==> src/verilog/ipse_pkg.sv <==
// package: constants for the press and sensor event block
package ipse_pkg;
  localparam int IPSE_TICK_NS = 1000000;
  localparam int IPSE_CLK_NS = 10;
  localparam int IPSE_TICK_CYC = IPSE_TICK_NS / IPSE_CLK_NS;
  localparam int IPSE_TAP_MAX_MS = 500;
  localparam int IPSE_BRIEF_MAX_MS = 2000;
  localparam int IPSE_EXT_MAX_MS = 5000;
  localparam int IPSE_NUM_INPUTS = 2;
  localparam int IPSE_NUM_SENSORS = 4;
  localparam int IPSE_VAL_W = 16;
  localparam int IPSE_MS_W = 16;
  localparam logic [15:0] IPSE_SHORT_VALUE = 16'h0000;
  localparam logic [15:0] IPSE_HOLD_WAIT_RST = 16'h03e8;
  localparam logic [15:0] IPSE_HOLD_PERIOD_RST = 16'h01f4;
endpackage

==> src/verilog/ipse_contact.sv <==
// one contact input channel: edge, duration and held events
module ipse_contact
  import ipse_pkg::*;
(
  // clock and reset
  input wire logic i_core_clk,
  input wire logic i_arst_n,
  // inputs
  input wire logic i_ms_tick,
  input wire logic i_level,
  input wire logic [IPSE_MS_W-1:0] i_hold_wait_time,
  input wire logic [IPSE_MS_W-1:0] i_hold_repeat_period,
  // events
  output logic o_tap_event,
  output logic o_brief_press_event,
  output logic o_extended_press_event,
  output logic o_held_event,
  output logic o_input_high_event,
  output logic o_input_low_event
);
  logic level_r;
  logic [IPSE_MS_W-1:0] dur_r;
  logic [IPSE_MS_W-1:0] hold_r;
  logic held_seen_r;
  logic rise;
  logic fall;
  assign rise = i_level & ~level_r;
  assign fall = ~i_level & level_r;

  always_ff @(posedge i_core_clk or negedge i_arst_n) begin
    if (!i_arst_n) begin
      level_r <= 1'b0;
    end else begin
      level_r <= i_level;
    end
  end

  // press duration, saturating so very long presses stay long
  always_ff @(posedge i_core_clk or negedge i_arst_n) begin
    if (!i_arst_n) begin
      dur_r <= '0;
    end else if (rise) begin
      dur_r <= '0;
    end else if (level_r && i_ms_tick && dur_r != '1) begin
      dur_r <= dur_r + 1'b1;
    end
  end

  // held wait then repeating period
  always_ff @(posedge i_core_clk or negedge i_arst_n) begin
    if (!i_arst_n) begin
      hold_r <= '0;
      held_seen_r <= 1'b0;
      o_held_event <= 1'b0;
    end else begin
      o_held_event <= 1'b0;
      if (rise || !level_r) begin
        hold_r <= '0;
        held_seen_r <= 1'b0;
      end else if (i_ms_tick) begin
        if ((!held_seen_r && hold_r + 1'b1 >= i_hold_wait_time) ||
            (held_seen_r && hold_r + 1'b1 >= i_hold_repeat_period)) begin
          o_held_event <= 1'b1;
          held_seen_r <= 1'b1;
          hold_r <= '0;
        end else begin
          hold_r <= hold_r + 1'b1;
        end
      end
    end
  end

  always_ff @(posedge i_core_clk or negedge i_arst_n) begin
    if (!i_arst_n) begin
      o_input_high_event <= 1'b0;
      o_input_low_event <= 1'b0;
      o_tap_event <= 1'b0;
      o_brief_press_event <= 1'b0;
      o_extended_press_event <= 1'b0;
    end else begin
      o_input_high_event <= rise;
      o_input_low_event <= fall;
      o_tap_event <= fall && dur_r < IPSE_MS_W'(IPSE_TAP_MAX_MS);
      o_brief_press_event <= fall && dur_r >= IPSE_MS_W'(IPSE_TAP_MAX_MS)
        && dur_r < IPSE_MS_W'(IPSE_BRIEF_MAX_MS);
      o_extended_press_event <= fall && dur_r >= IPSE_MS_W'(IPSE_BRIEF_MAX_MS)
        && dur_r <= IPSE_MS_W'(IPSE_EXT_MAX_MS);
    end
  end

  a_low_event_edge: assert property (@(posedge i_core_clk) disable iff (!i_arst_n)
    o_input_low_event |-> $past(level_r) && !$past(i_level))
    else $error("low event without falling input");
endmodule

==> src/verilog/ipse_sensor.sv <==
// one temperature sensor channel: value hold and limit events
module ipse_sensor
  import ipse_pkg::*;
(
  // clock and reset
  input wire logic i_core_clk,
  input wire logic i_arst_n,
  // reading
  input wire logic i_valid,
  input wire logic [IPSE_VAL_W-1:0] i_value,
  input wire logic i_short,
  input wire logic i_present,
  input wire logic [IPSE_VAL_W-1:0] i_lower_limit,
  input wire logic [IPSE_VAL_W-1:0] i_upper_limit,
  input wire logic [IPSE_VAL_W-1:0] i_hyst_low,
  input wire logic [IPSE_VAL_W-1:0] i_hyst_high,
  // results
  output logic [IPSE_VAL_W-1:0] o_value,
  output logic o_value_changed_event,
  output logic o_rising_crossing_event,
  output logic o_falling_crossing_event,
  output logic o_out_of_limits_event,
  output logic o_back_in_limits_event
);
  logic outside_r;
  logic above_r;
  logic below_r;
  logic upd;
  logic [IPSE_VAL_W-1:0] v;
  logic out_now;
  // a lost sensor sends no reading, so the last one simply stays
  assign upd = i_valid || (i_short && i_present);
  assign v = i_short ? IPSE_SHORT_VALUE : i_value;
  assign out_now = (v < i_lower_limit) || (v > i_upper_limit);

  always_ff @(posedge i_core_clk or negedge i_arst_n) begin
    if (!i_arst_n) begin
      o_value <= '0;
      outside_r <= 1'b0;
      above_r <= 1'b0;
      below_r <= 1'b0;
      o_value_changed_event <= 1'b0;
      o_rising_crossing_event <= 1'b0;
      o_falling_crossing_event <= 1'b0;
      o_out_of_limits_event <= 1'b0;
      o_back_in_limits_event <= 1'b0;
    end else begin
      o_value_changed_event <= upd && v != o_value;
      o_rising_crossing_event <= upd && !above_r && v > i_hyst_high;
      o_falling_crossing_event <= upd && !below_r && v < i_hyst_low;
      o_out_of_limits_event <= upd && !outside_r && out_now;
      o_back_in_limits_event <= upd && outside_r && !out_now;
      if (upd) begin
        o_value <= v;
        outside_r <= out_now;
        above_r <= v > i_hyst_high;
        below_r <= v < i_hyst_low;
      end
    end
  end

  a_short_reads_zero: assert property (@(posedge i_core_clk) disable iff (!i_arst_n)
    i_short && i_present |=> o_value == IPSE_SHORT_VALUE)
    else $error("short did not report zero");
  a_value_held_lost: assert property (@(posedge i_core_clk) disable iff (!i_arst_n)
    !i_valid && !i_short |=> $stable(o_value))
    else $error("value changed without reading");
endmodule

==> src/verilog/ipse_top.sv <==
// top: contact inputs and temperature sensor channels with event outputs
module ipse_top
  import ipse_pkg::*;
#(
  parameter int TICK_CYC = IPSE_TICK_CYC
)
(
  // clock and reset
  input wire logic i_core_clk,
  input wire logic i_arst_n,
  // contact inputs (pins)
  input wire logic [IPSE_NUM_INPUTS-1:0] i_contact_input_channel,
  input wire logic [IPSE_MS_W-1:0] i_hold_wait_time,
  input wire logic [IPSE_MS_W-1:0] i_hold_repeat_period,
  // sensor readings from the bus controller
  input wire logic [IPSE_NUM_SENSORS-1:0] i_sensor_valid,
  input wire logic [IPSE_NUM_SENSORS*IPSE_VAL_W-1:0] i_sensor_value,
  input wire logic i_bus_short,
  input wire logic i_discovery_strobe,
  input wire logic [IPSE_NUM_SENSORS-1:0] i_discovery_present,
  input wire logic [IPSE_VAL_W-1:0] i_lower_limit,
  input wire logic [IPSE_VAL_W-1:0] i_upper_limit,
  input wire logic [IPSE_VAL_W-1:0] i_hyst_low,
  input wire logic [IPSE_VAL_W-1:0] i_hyst_high,
  // contact events
  output logic [IPSE_NUM_INPUTS-1:0] o_tap_event,
  output logic [IPSE_NUM_INPUTS-1:0] o_brief_press_event,
  output logic [IPSE_NUM_INPUTS-1:0] o_extended_press_event,
  output logic [IPSE_NUM_INPUTS-1:0] o_held_event,
  output logic [IPSE_NUM_INPUTS-1:0] o_input_high_event,
  output logic [IPSE_NUM_INPUTS-1:0] o_input_low_event,
  output logic [IPSE_NUM_INPUTS-1:0] o_contact_level,
  // sensor results
  output logic [IPSE_NUM_SENSORS-1:0] o_discovered,
  output logic [IPSE_NUM_SENSORS*IPSE_VAL_W-1:0] o_sensor_value,
  output logic [IPSE_NUM_SENSORS-1:0] o_value_changed_event,
  output logic [IPSE_NUM_SENSORS-1:0] o_rising_crossing_event,
  output logic [IPSE_NUM_SENSORS-1:0] o_falling_crossing_event,
  output logic [IPSE_NUM_SENSORS-1:0] o_out_of_limits_event,
  output logic [IPSE_NUM_SENSORS-1:0] o_back_in_limits_event
);
  import ipse_pkg::*;

  // a divider below one can never produce a millisecond tick
  if (TICK_CYC < 1) begin : g_bad_tick
    $error("TICK_CYC must be at least 1");
  end

  // ----------------------------------------
  // pin synchronisers and millisecond tick
  // ----------------------------------------
  logic [IPSE_NUM_INPUTS-1:0] sync1_r;
  logic [IPSE_NUM_INPUTS-1:0] sync2_r;
  logic [31:0] tick_cnt_r;
  logic ms_tick_r;

  always_ff @(posedge i_core_clk or negedge i_arst_n) begin
    if (!i_arst_n) begin
      sync1_r <= '0;
      sync2_r <= '0;
    end else begin
      sync1_r <= i_contact_input_channel;
      sync2_r <= sync1_r;
    end
  end

  always_ff @(posedge i_core_clk or negedge i_arst_n) begin
    if (!i_arst_n) begin
      tick_cnt_r <= '0;
      ms_tick_r <= 1'b0;
    end else if (tick_cnt_r == 32'(TICK_CYC - 1)) begin
      tick_cnt_r <= '0;
      ms_tick_r <= 1'b1;
    end else begin
      tick_cnt_r <= tick_cnt_r + 32'h0000_0001;
      ms_tick_r <= 1'b0;
    end
  end

  always_ff @(posedge i_core_clk or negedge i_arst_n) begin
    if (!i_arst_n) begin
      o_contact_level <= '0;
    end else begin
      o_contact_level <= sync2_r;
    end
  end

  // ----------------------------------------
  // contact channels
  // ----------------------------------------
  for (genvar c = 0; c < IPSE_NUM_INPUTS; c++) begin : g_contact
    ipse_contact u_contact (
      .i_core_clk(i_core_clk),
      .i_arst_n(i_arst_n),
      .i_ms_tick(ms_tick_r),
      .i_level(sync2_r[c]),
      .i_hold_wait_time(i_hold_wait_time),
      .i_hold_repeat_period(i_hold_repeat_period),
      .o_tap_event(o_tap_event[c]),
      .o_brief_press_event(o_brief_press_event[c]),
      .o_extended_press_event(o_extended_press_event[c]),
      .o_held_event(o_held_event[c]),
      .o_input_high_event(o_input_high_event[c]),
      .o_input_low_event(o_input_low_event[c])
    );
  end

  // ----------------------------------------
  // discovery flags
  // ----------------------------------------
  always_ff @(posedge i_core_clk or negedge i_arst_n) begin
    if (!i_arst_n) begin
      o_discovered <= '0;
    end else if (i_discovery_strobe) begin
      o_discovered <= i_discovery_present;
    end
  end

  // ----------------------------------------
  // sensor channels, one per slot
  // ----------------------------------------
  // every slot is built even when empty; short only forces present ones
  for (genvar s = 0; s < IPSE_NUM_SENSORS; s++) begin : g_sensor
    ipse_sensor u_sensor (
      .i_core_clk(i_core_clk),
      .i_arst_n(i_arst_n),
      .i_valid(i_sensor_valid[s] && !i_bus_short),
      .i_value(i_sensor_value[s*IPSE_VAL_W +: IPSE_VAL_W]),
      .i_short(i_bus_short),
      .i_present(o_discovered[s]),
      .i_lower_limit(i_lower_limit),
      .i_upper_limit(i_upper_limit),
      .i_hyst_low(i_hyst_low),
      .i_hyst_high(i_hyst_high),
      .o_value(o_sensor_value[s*IPSE_VAL_W +: IPSE_VAL_W]),
      .o_value_changed_event(o_value_changed_event[s]),
      .o_rising_crossing_event(o_rising_crossing_event[s]),
      .o_falling_crossing_event(o_falling_crossing_event[s]),
      .o_out_of_limits_event(o_out_of_limits_event[s]),
      .o_back_in_limits_event(o_back_in_limits_event[s])
    );
  end

  // ----------------------------------------
  // checks
  // ----------------------------------------
  a_tick_spacing: assert property (@(posedge i_core_clk) disable iff (!i_arst_n)
    ms_tick_r && TICK_CYC > 1 |=> !ms_tick_r)
    else $error("tick pulses back to back");
  a_high_event_edge: assert property (@(posedge i_core_clk) disable iff (!i_arst_n)
    $rose(sync2_r[0]) |=> o_input_high_event[0])
    else $error("missing input-high event");
  a_high_event_ch1: assert property (@(posedge i_core_clk) disable iff (!i_arst_n)
    $rose(sync2_r[1]) |=> o_input_high_event[1])
    else $error("missing input-high event on second input");
  a_tap_after_low: assert property (@(posedge i_core_clk) disable iff (!i_arst_n)
    o_tap_event[1] |-> o_input_low_event[1])
    else $error("tap not at release");
  a_discovery_load: assert property (@(posedge i_core_clk) disable iff (!i_arst_n)
    i_discovery_strobe |=> o_discovered == $past(i_discovery_present))
    else $error("discovered flags not loaded");
  a_tap_excl_brief: assert property (@(posedge i_core_clk) disable iff (!i_arst_n)
    !(o_tap_event[0] && o_brief_press_event[0]))
    else $error("tap and brief press together");
  a_brief_after_low: assert property (@(posedge i_core_clk) disable iff (!i_arst_n)
    o_brief_press_event[0] |-> o_input_low_event[0])
    else $error("brief press not at release");
  a_ext_after_low: assert property (@(posedge i_core_clk) disable iff (!i_arst_n)
    o_extended_press_event[1] |-> o_input_low_event[1])
    else $error("extended press not at release");
  a_held_while_high: assert property (@(posedge i_core_clk) disable iff (!i_arst_n)
    o_held_event[0] |-> $past(sync2_r[0], 2))
    else $error("held event while input low");
endmodule

==> config.mk <==
export PLATFORM = sky130hd
export DESIGN_NAME = ipse_top
export DESIGN_NICKNAME = d
export VERILOG_FILES = /design/src/verilog/ipse_pkg.sv /design/src/verilog/ipse_contact.sv /design/src/verilog/ipse_sensor.sv /design/src/verilog/ipse_top.sv
export SDC_FILE = /design/constraint.sdc
export NUM_CORES = 1
export LEC_CHECK = 0
export BUFFER_PORTS_ARGS = -buffer_cell sky130_fd_sc_hd__buf_2
export CAP_MARGIN = 0
export CORE_MARGIN = 2
export CORE_UTILIZATION = 60
export DETAILED_ROUTE_END_ITERATION = 10
export PLACE_DENSITY = 0.84
export SLEW_MARGIN = 30
export SYNTH_ARGS = -nofsm -noshare
export SYNTH_HDL_FRONTEND = slang
export SYNTH_SLANG_ARGS = --single-unit
==> constraint.sdc <==
create_clock -name i_core_clk -period 7.3 [get_ports i_core_clk]
set_input_delay 0.365 -clock i_core_clk [delete_from_list [all_inputs] [get_ports i_core_clk]]
set_output_delay 0.365 -clock i_core_clk [all_outputs]
set_load 0.03 [all_outputs]
==> out/metrics.yaml, run 1 <==
pwr:
  ir_drop_v: 0.0001688
  power.density_mw_per_mm2: 164.0
  p_total_uw: 3339
  p_leak_uw: 0.01075
flow_run:
  maxCapViolations: 0
setup_path:
  startpoint: "g_contact[0].u_contact.hold_r[0]"
  crit_arrival_ns: 4.91
  path_class: "register to register"
  timing.rr.end: "g_contact[0].u_contact.hold_r[10]"
  cpMaxStageDelayCell: "nor3_1"
  critPathCaptureType: "register"
  path_max_fanout: 14
  worstSetupEndpoint: "g_contact[0].u_contact.hold_r[10]"
  path_cells: "ha_1, nand3_1, nor3_1, nand3_1, xnor2_1, ha_1, nand4_1, nor3_1, or4b_1, nand3_1, nand2_1, a211o_1"
  worst_path_most_repeated_cell: "nand3_1"
  r2r_cells: 12
  r2r_start: "g_contact[0].u_contact.hold_r[0]"
  cpPeakStageDelay_ns: 0.68
  startpoint_type: "register"
  reg2reg_setup_slack_ns: 2.81
  cp_data_required_time_ns: 7.72
yosys:
  syn_area_mm2: 0.01805
  postSynthAreaPerCell_um2: 9.254
  synth_top_area_share: 0.3009
  synth-seq-area-share: 0.3009
  synth_edf_count: 0
  synth_flop_cell: "dfrtp_1"
  yosys_warnings: 0
  synth_area_leaders: "dfrtp_1 (30%), ha_1 (22%), xnor2_1 (5.1%), a22o_1 (3.0%), nand4_1 (2.8%)"
  synth_area_leader_cell: "dfrtp_1"
  netlist_instances: 1950
  synthArstFlopShare: 1.000
  ys_ff_latch: 217
  yosysUniqueCellTypes: 72
  syn_nets: 2443
clocking:
  cts_buffers: 26
  clockBufferDepth: 3
  insertion_delay_ns: 0.55
  cts_tree: "built"
  cts_setup_buffers: 0
  cts_root_buffer: "clkbuf_16"
  clk_pin_slew_ns: 0.06
  htree_num_levels: 1
  clock_sinks: 217
route:
  drtPass1Iterations: 6
  vias: 16400
  drt_iter0_drc: 1530
  drt_wl_total_mm: 55.04
  drtAntennaViolNets: 0
  wl_per_cell_um: 21.27
  drt-vias-per-instance: 6.340
  drc_errors: 0
final_layout:
  final_area_mm2: 0.02036
  num-fill-cells: 2342
  area_delta_synth_final_pct: 12.85
  drive_gt1_frac: 0.1560
  nNetsFinal: 2671
floorplan:
  coreArea_mm2: 0.02964
  ios: 276
  dieArea_mm2: 0.03148
  die_h_um: 177.4
  die_x_um: 177.4
  num_rows: 63
  start_util: 0.6089
grt:
  grt_max_degree: 85
  grt-ovfl-total: 0
  grt_usage: 0.3440
  antenna_found_initial: 4
  grt_pass1_vias: 16130
  grt_pass1_wl_mm: 84.89
place:
  port_buffers: 275
  place.gp.congestion: 0.9934
  post-dp-hpwl_mm: 41.83
  post_dp_cell_area_mm2: 0.01952
timing:
  worst_pin_slew_ns: 0.9765
  slew-limit-headroom: 0.3476
  period_share: 0.6148
  rsz0062_at_grt: "no"
  timing.final.hold_violations: 0
  setup_viol: 0
  final.setup_skew_ns: 0.02074
  fmax_mhz: 222.8
  slew_viol_final: 0
  timing.final.crit_period_ns: 4.488
  tns_ns: 0
outcome:
  status: "finished clean"
worst_hold_path:
  hp-class: "input pin to register"
  hp-start: "i_discovery_present[2]"
[cells in the mapped netlist, types with 13 or more instances]
library cell	n
a211o_1	16
a211oi_1	15
a21o_1	52
a21oi_1	87
a22o_1	61
a31oi_1	13
and3_1	33
buf_4	38
clkbuf_1	40
dfrtp_1	217
ha_1	319
inv_1	130
nand2_1	113
nand2b_1	22
nand3_1	54
nand4_1	81
nor2_1	126
nor2b_1	78
nor3_1	33
o211ai_1	15
o21a_1	14
o21ai_0	64
or3_1	13
xnor2_1	106
xor2_1	43
[worst min-delay path by stage]
stage,end,slack [ns],cells after the start
after global placement,sync2_r[0],0.33,0
after detailed placement,sync2_r[0],0.34,0
after CTS,o_discovered[0],0.04,2
final,o_discovered[2],0.06,2
after floorplan,g_contact[0].u_contact.dur_r[0],0.07,0
after global routing,o_discovered[0],0.06,2
[registers in the layout, indices dropped and copies added, names as in the netlist, 4 cells and up]
| name | count |
|---|---|
| g_sensor.u_sensor.o_out_of_limits_event | 4 |
| g_sensor.u_sensor.o_falling_crossing_event | 4 |
| g_sensor.u_sensor.outside_r | 4 |
| g_contact.u_contact.dur_r | 32 |
| g_sensor.u_sensor.o_back_in_limits_event | 4 |
| g_sensor.u_sensor.o_rising_crossing_event | 4 |
| g_sensor.u_sensor.below_r | 4 |
| g_sensor.u_sensor.o_value_changed_event | 4 |
| tick_cnt_r | 32 |
| o_discovered | 4 |
| g_sensor.u_sensor.above_r | 4 |
| g_sensor.u_sensor.o_value | 64 |
| g_contact.u_contact.hold_r | 32 |
[routing by layer]
metal	share of wire	GRT usage
met1	0.40	0.4297
met2	0.46	0.5602
met3	0.086	0.05870
met4	0.063	0.2012
met5	0	0
[worst max-delay path: cells and delay by family, from the launching register on]
kind | cells | cell delay, ns
and+or+nand+nor | 8 | 2.78
adders and majority gates | 2 | 0.60
DFF | 1 | 0.42
AOI/OAI and AO/OA | 1 | 0.37
xor gates and xnor gates | 1 | 0.21
[area by class of cell]
type | count | area, um^2 | area share
clock inverter | 6 | 45.04 | 0.002212
tap | 390 | 488.0 | 0.02396
timing repair buffer | 286 | 1480 | 0.07268
antenna | 4 | 10.01 | 0.0004915
inverter | 131 | 491.7 | 0.02415
clock buffer | 37 | 752.0 | 0.03693
multi-input combinational | 1516 | 11670 | 0.5729
sequential | 217 | 5430 | 0.2667
[repair_timing]
item	in CTS	in global routing
endpoints found under the hold margin	77	0
resized for setup	0	0
hold buffers	3	0
setup endpoints to repair	0	0
[per-stage QoR]
stage | setup slack [ns] | hold slack (ns) | instances | util
floorplan | 3.709 | 0.06941 | 1950 | -
global placement | 2.997 | 0.3326 | 2537 | 0.6581
detailed placement | 2.901 | 0.3410 | 2537 | 0.6586
CTS | 2.880 | 0.04225 | 2583 | 0.6865
global route | 2.403 | 0.05941 | 2587 | 0.6871
finish | 2.812 | 0.05667 | 2587 | 0.6871
[power breakdown]
part	switching, uW	leakage (uW)	internal [uW]
combinational	502	0.00748	290
sequential	56.3	0.00288	1260
clock	517	0.000397	711
[cells in the final DEF (no fill, tap or decap), types with 64 or more instances in the layout]
master	instances
nor2_1	126
dfrtp_1	217
inv_1	130
a21oi_1	87
nand2_1	113
o21ai_0	64
xnor2_1	106
ha_1	319
nor2b_1	78
buf_2	274
nand4_1	81
[logic make-up (layout without fill, tap and decap cells)]
| group | after synthesis | in the layout | synth area share |
|---|---|---|---|
| simple gates | 614 | 614 | 0.1804 |
| compound gates | 421 | 421 | 0.1634 |
| fa+ha+maj | 319 | 319 | 0.2212 |
| flops | 217 | 217 | 0.3009 |
| buf+inv | 217 | 460 | 0.05415 |
| xor+xnor | 149 | 149 | 0.07231 |
| mux | 13 | 13 | 0.007696 |
| other cells | 0 | 4 | 0 |
(Power assumes the default switching activity.)
==> inputs of run 2 (changes only) <==
--- a/config.mk
+++ b/config.mk
@@ -8,9 +8,9 @@
 export BUFFER_PORTS_ARGS = -buffer_cell sky130_fd_sc_hd__buf_2
 export CAP_MARGIN = 0
 export CORE_MARGIN = 2
-export CORE_UTILIZATION = 60
+export CORE_UTILIZATION = 59
 export DETAILED_ROUTE_END_ITERATION = 10
-export PLACE_DENSITY = 0.84
+export PLACE_DENSITY = 0.82
 export SLEW_MARGIN = 30
 export SYNTH_ARGS = -nofsm -noshare
 export SYNTH_HDL_FRONTEND = slang
==> constraint.sdc (replaced) <==
create_clock -name i_core_clk -period 4.6 [get_ports i_core_clk]
set_input_delay 0.23 -clock i_core_clk [delete_from_list [all_inputs] [get_ports i_core_clk]]
set_output_delay 0.23 -clock i_core_clk [all_outputs]
set_load 0.03 [all_outputs]
==> run 2 against run 1 <==
Sequential cell count unchanged; power increased by 60%; clock-buffer cell count down 3; clock power up 60%; sequential share of layout area down 0.32 points; maximum frequency rose by 5.6%; largest power group unchanged; largest cell class unchanged; clock skew fell by 0.011 ns; utilization decreased by 0.79 points; critical path type unchanged; final cell count is 1.2% higher.
==> out/metrics.yaml, run 2 (same netlist as run 1, synthesis figures left out) <==
outcome:
  status: "finished clean"
grt:
  grt_pass1_vias: 16290  # +1.0%
  grt-ovfl-total: 0  # unchanged
  grt_pass1_wl_mm: 85.75  # +1.0%
  antenna_found_initial: 0  # -4
  grt_usage: 0.3434  # -0.0005665
  grt_max_degree: 128  # +51%
timing:
  setup_viol: 0  # unchanged
  timing.hold.ws_ns: 0.01210  # -0.04457 ns
  fmax_mhz: 235.3  # +5.6%
  worst_pin_slew_ns: 0.9512  # -0.02532 ns
  final.setup_skew_ns: 0.009921  # -0.01082 ns
  tns_ns: 0  # unchanged
  rsz0062_at_grt: "no"
  slew-limit-headroom: 0.3495  # +0.001824
  slew_viol_final: 0  # unchanged
  period_share: 0.9240  # +0.3092
  timing.final.hold_violations: 0  # unchanged
  timing.final.crit_period_ns: 4.250  # -0.2377 ns
setup_path:
  path_depth: 14  # +2
  startpoint_type: "register"
  r2r_start: "g_contact[1].u_contact.hold_r[0]"
  path_max_fanout: 11  # -3
  cpMaxStageDelayCell: "or4b_4"
  cp_data_required_time_ns: 5.05  # -2.67 ns
  path_class: "register to register"
  critPathCaptureType: "register"
  reg2reg_setup_slack_ns: 0.35  # -2.46 ns
  critical_path_buf_inv_count: 1  # +1
  r2r_cells: 14  # +2
  worst_path_most_repeated_cell: "and3_1"
  path_cells: "ha_1, and3_1, and3_1, and3_1, nand3_1, xnor2_1, ha_1, o21ai_0, nor2_1, or4b_4, a211oi_4, buf_4, o211ai_1, a21boi_1"
  cpPeakStageDelay_ns: 0.53  # -0.15 ns
  critPathTopFamily: "simple AND/OR/NAND/NOR gates"
  timing.rr.end: "g_contact[1].u_contact.hold_r[9]"
  crit_arrival_ns: 4.70  # -0.21 ns
clocking:
  clock_sinks: 217  # unchanged
  clockBufferDepth: 3  # unchanged
  cts_tree: "built"
  htree_num_levels: 1  # unchanged
  cts_root_buffer: "clkbuf_16"
  cts_resized: 0  # unchanged
  cts_buffers: 25  # -3.8%
  clk_pin_slew_ns: 0.06  # about the same
  insertion_delay_ns: 0.54  # about the same
final_layout:
  most-common-layout-cells: "ha_1 (319), buf_2 (274), dfrtp_1 (217), inv_1 (130), nor2_1 (126)"
  num-fill-cells: 2404  # +2.6%
  final_common_cell: "ha_1"
  area_delta_synth_final_pct: 14.23
  drive_gt1_frac: 0.1634  # +0.007489
  multiInputGateArea_mm2: 0.01165  # -0.11%
  nNetsFinal: 2698  # +1.0%
  final_area_mm2: 0.02061  # +1.2%
  seq_area_mm2: 0.005430  # unchanged
  largest_reg_flops: 64  # unchanged
  regMostFlops: "g_sensor.u_sensor.o_value"
route:
  drt-vias-per-instance: 6.336  # about the same
  drt_wl_total_mm: 55.46  # +0.76%
  drc_errors: 0  # unchanged
  drtPass1Iterations: 8  # +2
  vias: 16590  # +1.1%
  drtAntennaViolNets: 0  # unchanged
  wl_per_cell_um: 21.18  # -0.43%
  drt_iter0_drc: 1402  # -8.4%
worst_hold_path:
  hp-start: "i_sensor_value[32]"
  whs_endpoint: "g_sensor[2].u_sensor.o_value[0]"
  hp-class: "input pin to register"
  hold_path_depth: 2  # unchanged
floorplan:
  dieArea_mm2: 0.03200  # +1.7%
  start_util: 0.5946  # -0.01426
  die_x_um: 178.9  # +0.83%
  die_h_um: 178.9  # +0.83%
  ios: 276  # unchanged
  num_rows: 64  # +1.6%
  coreArea_mm2: 0.03035  # +2.4%
place:
  port_buffers: 275  # unchanged
  post_dp_cell_area_mm2: 0.01967  # +0.79%
  place.gp.congestion: 1.016  # +2.3%
  post-dp-hpwl_mm: 41.95  # +0.30%
pwr:
  power.density_mw_per_mm2: 258.6  # +58%
  p_total_uw: 5331  # +60%
  p_leak_uw: 0.01091  # +1.4%
  ir_drop_v: 0.0002464  # +46%
flow_run:
  maxCapViolations: 0  # unchanged
## run 2: cell types whose count changed in the layout (fill, tap and decap cells not counted), sizes merged
cell and change:
buf +21, dlygate4sd3 +7, clkbuf -3, diode -3, bufinv +1, clkinv +1, inv +1
## run 2: final cells by class
| cell class | count | share of cell area |
|---|---|---|
| flip-flops and latches | 217 | 0.2634 |
| diodes | 1 | 0.0001214 |
| repair buffers | 314 | 0.08425 |
| clock inverters | 9 | 0.004492 |
| inverters | 131 | 0.02385 |
| well taps | 396 | 0.02404 |
| clock buffers | 34 | 0.03442 |
| multi-input cells | 1516 | 0.5654 |
## run 2: where the power goes
group | total, uW | internal, uW | switching (uW) | leakage, uW
clock | 1970 | 1140 | 827 | 0.000401
sequential | 2090 | 2000 | 88.8 | 0.00288
combinational | 1270 | 474 | 798 | 0.00762
total | 5330 | 3620 | 1710 | 0.0109
## run 2: how the worst max path moves through the flow
stage | slack, ns | startpoint | endpoint
3_3_place_gp | 0.57 | g_contact[1].u_contact.hold_r[0] | g_contact[1].u_contact.held_seen_r
3_5_place_dp | 0.40 | g_contact[1].u_contact.hold_r[0] | g_contact[1].u_contact.hold_r[9]
5_1_grt | 0.04 | g_contact[1].u_contact.hold_r[0] | g_contact[1].u_contact.hold_r[9]
6_report | 0.35 | g_contact[1].u_contact.hold_r[0] | g_contact[1].u_contact.hold_r[9]
4_1_cts | 0.34 | g_contact[1].u_contact.hold_r[0] | g_contact[1].u_contact.hold_r[9]
2_1_floorplan | 1.01 | g_contact[1].u_contact.hold_r[0] | g_contact[1].u_contact.held_seen_r
## run 2: layer usage
metal	wire length [um]	vias to the layer above	share of wire	GRT usage
li1	-	7610	-	-
met1	22120	7863	0.40	0.4411
met2	24920	888	0.45	0.5495
met3	5248	227	0.095	0.06255
met4	3172	0	0.057	0.1839
met5	0	-	0	0
## run 2: per-stage QoR
stage / util / std cells / worst slack, ns
4_1_cts: 0.6779 / 2616 / 0.3420
3_3_place_gp: 0.6482 / 2563 / 0.5717
5_1_grt: 0.6791 / 2617 / 0.04021
3_5_place_dp: 0.6482 / 2563 / 0.4030
6_report: 0.6792 / 2618 / 0.3498
2_1_floorplan: - / 1950 / 1.009
## run 2: repair_timing
item / in CTS / in global routing
setup endpoints to repair: 0 / 1
hold buffers: 10 / 0
buffers inserted: 0 / 0
endpoints found under the hold margin: 135 / 0
## run 2: worst register-to-register path, delay by kind of cell, from the launching register on
family                     cells  cell delay, ns
adders and majority gates      2            0.56
and+or+nand+nor                6            1.59
DFF                            1            0.46
xor gates and xnor gates       1            0.28
buffers and inverters          1            0.28
AOI/OAI and AO/OA              4            0.99
==> inputs of run 3 (changes only) <==
--- a/config.mk
+++ b/config.mk
@@ -10,8 +10,8 @@
 export CORE_MARGIN = 2
 export CORE_UTILIZATION = 59
 export DETAILED_ROUTE_END_ITERATION = 10
+export HOLD_SLACK_MARGIN = 0.02
 export PLACE_DENSITY = 0.82
-export SLEW_MARGIN = 30
 export SYNTH_ARGS = -nofsm -noshare
 export SYNTH_HDL_FRONTEND = slang
 export SYNTH_SLANG_ARGS = --single-unit
==> run 3 against run 2 <==
Sequential power about the same; sequential share of layout area is essentially flat; worst setup slack worse by 0.012 ns; critical path type unchanged.
==> out/metrics.yaml, run 3 (same netlist as run 1, synthesis figures left out) <==
clocking:
  htree_num_levels: 1  # unchanged
  clockBufferDepth: 3  # unchanged
  cts_buffers: 25  # unchanged
  cts_root_buffer: "clkbuf_16"
  insertion_delay_ns: 0.54  # about the same
  cts_tree: "built"
  cts_resized: 0  # unchanged
  clk_pin_slew_ns: 0.06  # about the same
  clock_sinks: 217  # unchanged
  cts_setup_buffers: 0  # unchanged
timing:
  slew_viol_final: 0  # unchanged
  timing.final.crit_period_ns: 4.262  # +0.01217 ns
  slew-limit-headroom: 0.3079  # -0.04152
  setup_viol: 0  # unchanged
  final.setup_skew_ns: 0.01311  # +0.003191 ns
  worst_pin_slew_ns: 1.030  # +0.07831 ns
  timing.final.hold_violations: 0  # unchanged
  tns_ns: 0  # unchanged
  rsz0062_at_grt: "no"
  period_share: 0.9266  # +0.002645
  fmax_mhz: 234.6  # -0.29%
setup_path:
  path_class: "register to register"
  startpoint_type: "register"
  crit_arrival_ns: 4.71  # about the same
  r2r_start: "g_contact[1].u_contact.hold_r[0]"
  critPathCaptureType: "register"
  worst_path_most_repeated_cell: "and3_1"
  r2r_cells: 14  # unchanged
  cp_data_required_time_ns: 5.05  # about the same
  reg2reg_setup_slack_ns: 0.34  # about the same
  path_cells: "ha_1, and3_1, and3_1, and3_1, nand3_1, xnor2_1, ha_1, o21ai_0, nor2_1, or4b_4, a211oi_4, buf_4, o211ai_1, a21boi_1"
  timing.rr.end: "g_contact[1].u_contact.hold_r[9]"
  path_max_fanout: 11  # unchanged
  cpPeakStageDelay_ns: 0.53  # about the same
  cpMaxStageDelayCell: "or4b_4"
final_layout:
  nNetsFinal: 2698  # unchanged
  most-common-layout-cells: "ha_1 (319), buf_2 (274), dfrtp_1 (217), inv_1 (130), nor2_1 (126)"
  area_delta_synth_final_pct: 14.08
  largest_reg_flops: 64  # unchanged
  regMostFlops: "g_sensor.u_sensor.o_value"
  drive_gt1_frac: 0.1630  # -0.0004502
  fin_cells: 2618  # unchanged
  final_common_cell: "ha_1"
grt:
  grt_max_degree: 128  # unchanged
  grt-ovfl-total: 0  # unchanged
  grt_pass1_wl_mm: 85.78  # about the same
  grt_usage: 0.3436  # about the same
  antenna_found_initial: 0  # unchanged
  grt_pass1_vias: 16300  # +0.037%
pwr:
  p_total_uw: 5330  # about the same
  p_leak_uw: 0.01090  # about the same
  ir_drop_v: 0.0002471  # +0.30%
  power_frac_seq: 0.393  # about the same
  power.density_mw_per_mm2: 258.9  # +0.11%
  p_int_uw: 3616  # about the same
  pwr-share-clk: 0.369  # about the same
  power.switching_uw: 1714  # about the same
  p_comb_frac: 0.238  # about the same
  p_sw_frac: 0.3216  # about the same
route:
  drtPass1Iterations: 5  # -3
  drc_errors: 0  # unchanged
  vias: 16520  # -0.43%
  drt_wl_total_mm: 55.37  # -0.16%
  drt-vias-per-instance: 6.309  # -0.43%
  wl_per_cell_um: 21.15  # -0.16%
  drt_iter0_drc: 1375  # -1.9%
  drtAntennaViolNets: 0  # unchanged
place:
  place.gp.congestion: 1.016  # unchanged
  port_buffers: 275  # unchanged
  dpl.cell_count: 2563  # unchanged
  post-dp-hpwl_mm: 41.95  # unchanged
worst_hold_path:
  hp-class: "input pin to register"
  whs_endpoint: "o_discovered[3]"
  hp-start: "i_discovery_strobe"
  hold_path_depth: 2  # unchanged
floorplan:
  ios: 276  # unchanged
  die_h_um: 178.9  # unchanged
  num_rows: 64  # unchanged
  start_util: 0.5946  # unchanged
  coreArea_mm2: 0.03035  # unchanged
  dieArea_mm2: 0.03200  # unchanged
  die_x_um: 178.9  # unchanged
flow_run:
  maxCapViolations: 0  # unchanged
outcome:
  status: "finished clean"
==> run 3: changes by cell type in the layout (fill, tap and decap cells not counted), sizes merged <==
cell         delta
buf             -1
dlygate4sd3     +1
==> run 3: stage by stage <==
stage	instance area [um^2]	utilization	setup WS, ns	hold WS [ns]
final	20590	0.6783	0.3376	0.1656
after global routing	20580	0.6783	0.04021	0.1468
after CTS	20580	0.6783	0.3420	0.1308
after detailed placement	19670	0.6482	0.4030	0.3424
after global placement	19670	0.6482	0.5717	0.3399
after floorplan	18050	-	1.009	-0.06559
==> run 3: critical path: cells and delay by family, from the launching register on <==
| kind | cells | cell delay, ns |
|---|---|---|
| compound gates | 4 | 0.98 |
| xor+xnor | 1 | 0.28 |
| fa+ha+maj | 2 | 0.56 |
| buf+inv | 1 | 0.28 |
| flops | 1 | 0.46 |
| simple gates | 6 | 1.60 |
==> run 3: timing repair <==
action | in CTS | in global routing
hold buffers | 11 | 0
endpoints found under the setup margin | 0 | 1
hold endpoints to repair | 136 | 0
==> run 3: layout make-up <==
cell class,instances,area (um^2)
Fill cell,2407,9762
Tap cell,396,495.5
Clock buffer,34,709.4
Clock inverter,9,92.59
Timing Repair Buffer,314,1719
Inverter,131,491.7
Sequential cell,217,5430
Antenna cell,1,2.502
Multi-Input combinational cell,1516,11650
==> run 3: per-layer routing <==
layer | global-route usage | wire length, um | vias up | share of wire
met5 | 0 | 0 | - | 0
met4 | 0.1839 | 3184 | 0 | 0.058
met3 | 0.06255 | 4965 | 232 | 0.090
met2 | 0.5498 | 24930 | 853 | 0.45
met1 | 0.4412 | 22290 | 7831 | 0.40
li1 | - | - | 7600 | -
==> run 3: how the worst max path moves through the flow <==
stage	start	endpoint	slack, ns	cells past startpoint
finish	g_contact[1].u_contact.hold_r[0]	g_contact[1].u_contact.hold_r[9]	0.34	14
global route	g_contact[1].u_contact.hold_r[0]	g_contact[1].u_contact.hold_r[9]	0.04	14
CTS	g_contact[1].u_contact.hold_r[0]	g_contact[1].u_contact.hold_r[9]	0.34	14
detailed placement	g_contact[1].u_contact.hold_r[0]	g_contact[1].u_contact.hold_r[9]	0.40	14
global placement	g_contact[1].u_contact.hold_r[0]	g_contact[1].u_contact.held_seen_r	0.57	14
floorplan	g_contact[1].u_contact.hold_r[0]	g_contact[1].u_contact.held_seen_r	1.01	15
==> run 3: power by group through the flow <==
| stage | Sequential (uW) | Clock, uW | Combinational, uW |
|---|---|---|---|
| after floorplan | 2210 | 0 | 709 |
| after global placement | 2120 | 0 | 1180 |
| after detailed placement | 2120 | 0 | 1230 |
| after CTS | 2090 | 1990 | 1250 |
| after global routing | 2100 | 2070 | 1380 |
| final | 2090 | 1970 | 1270 |
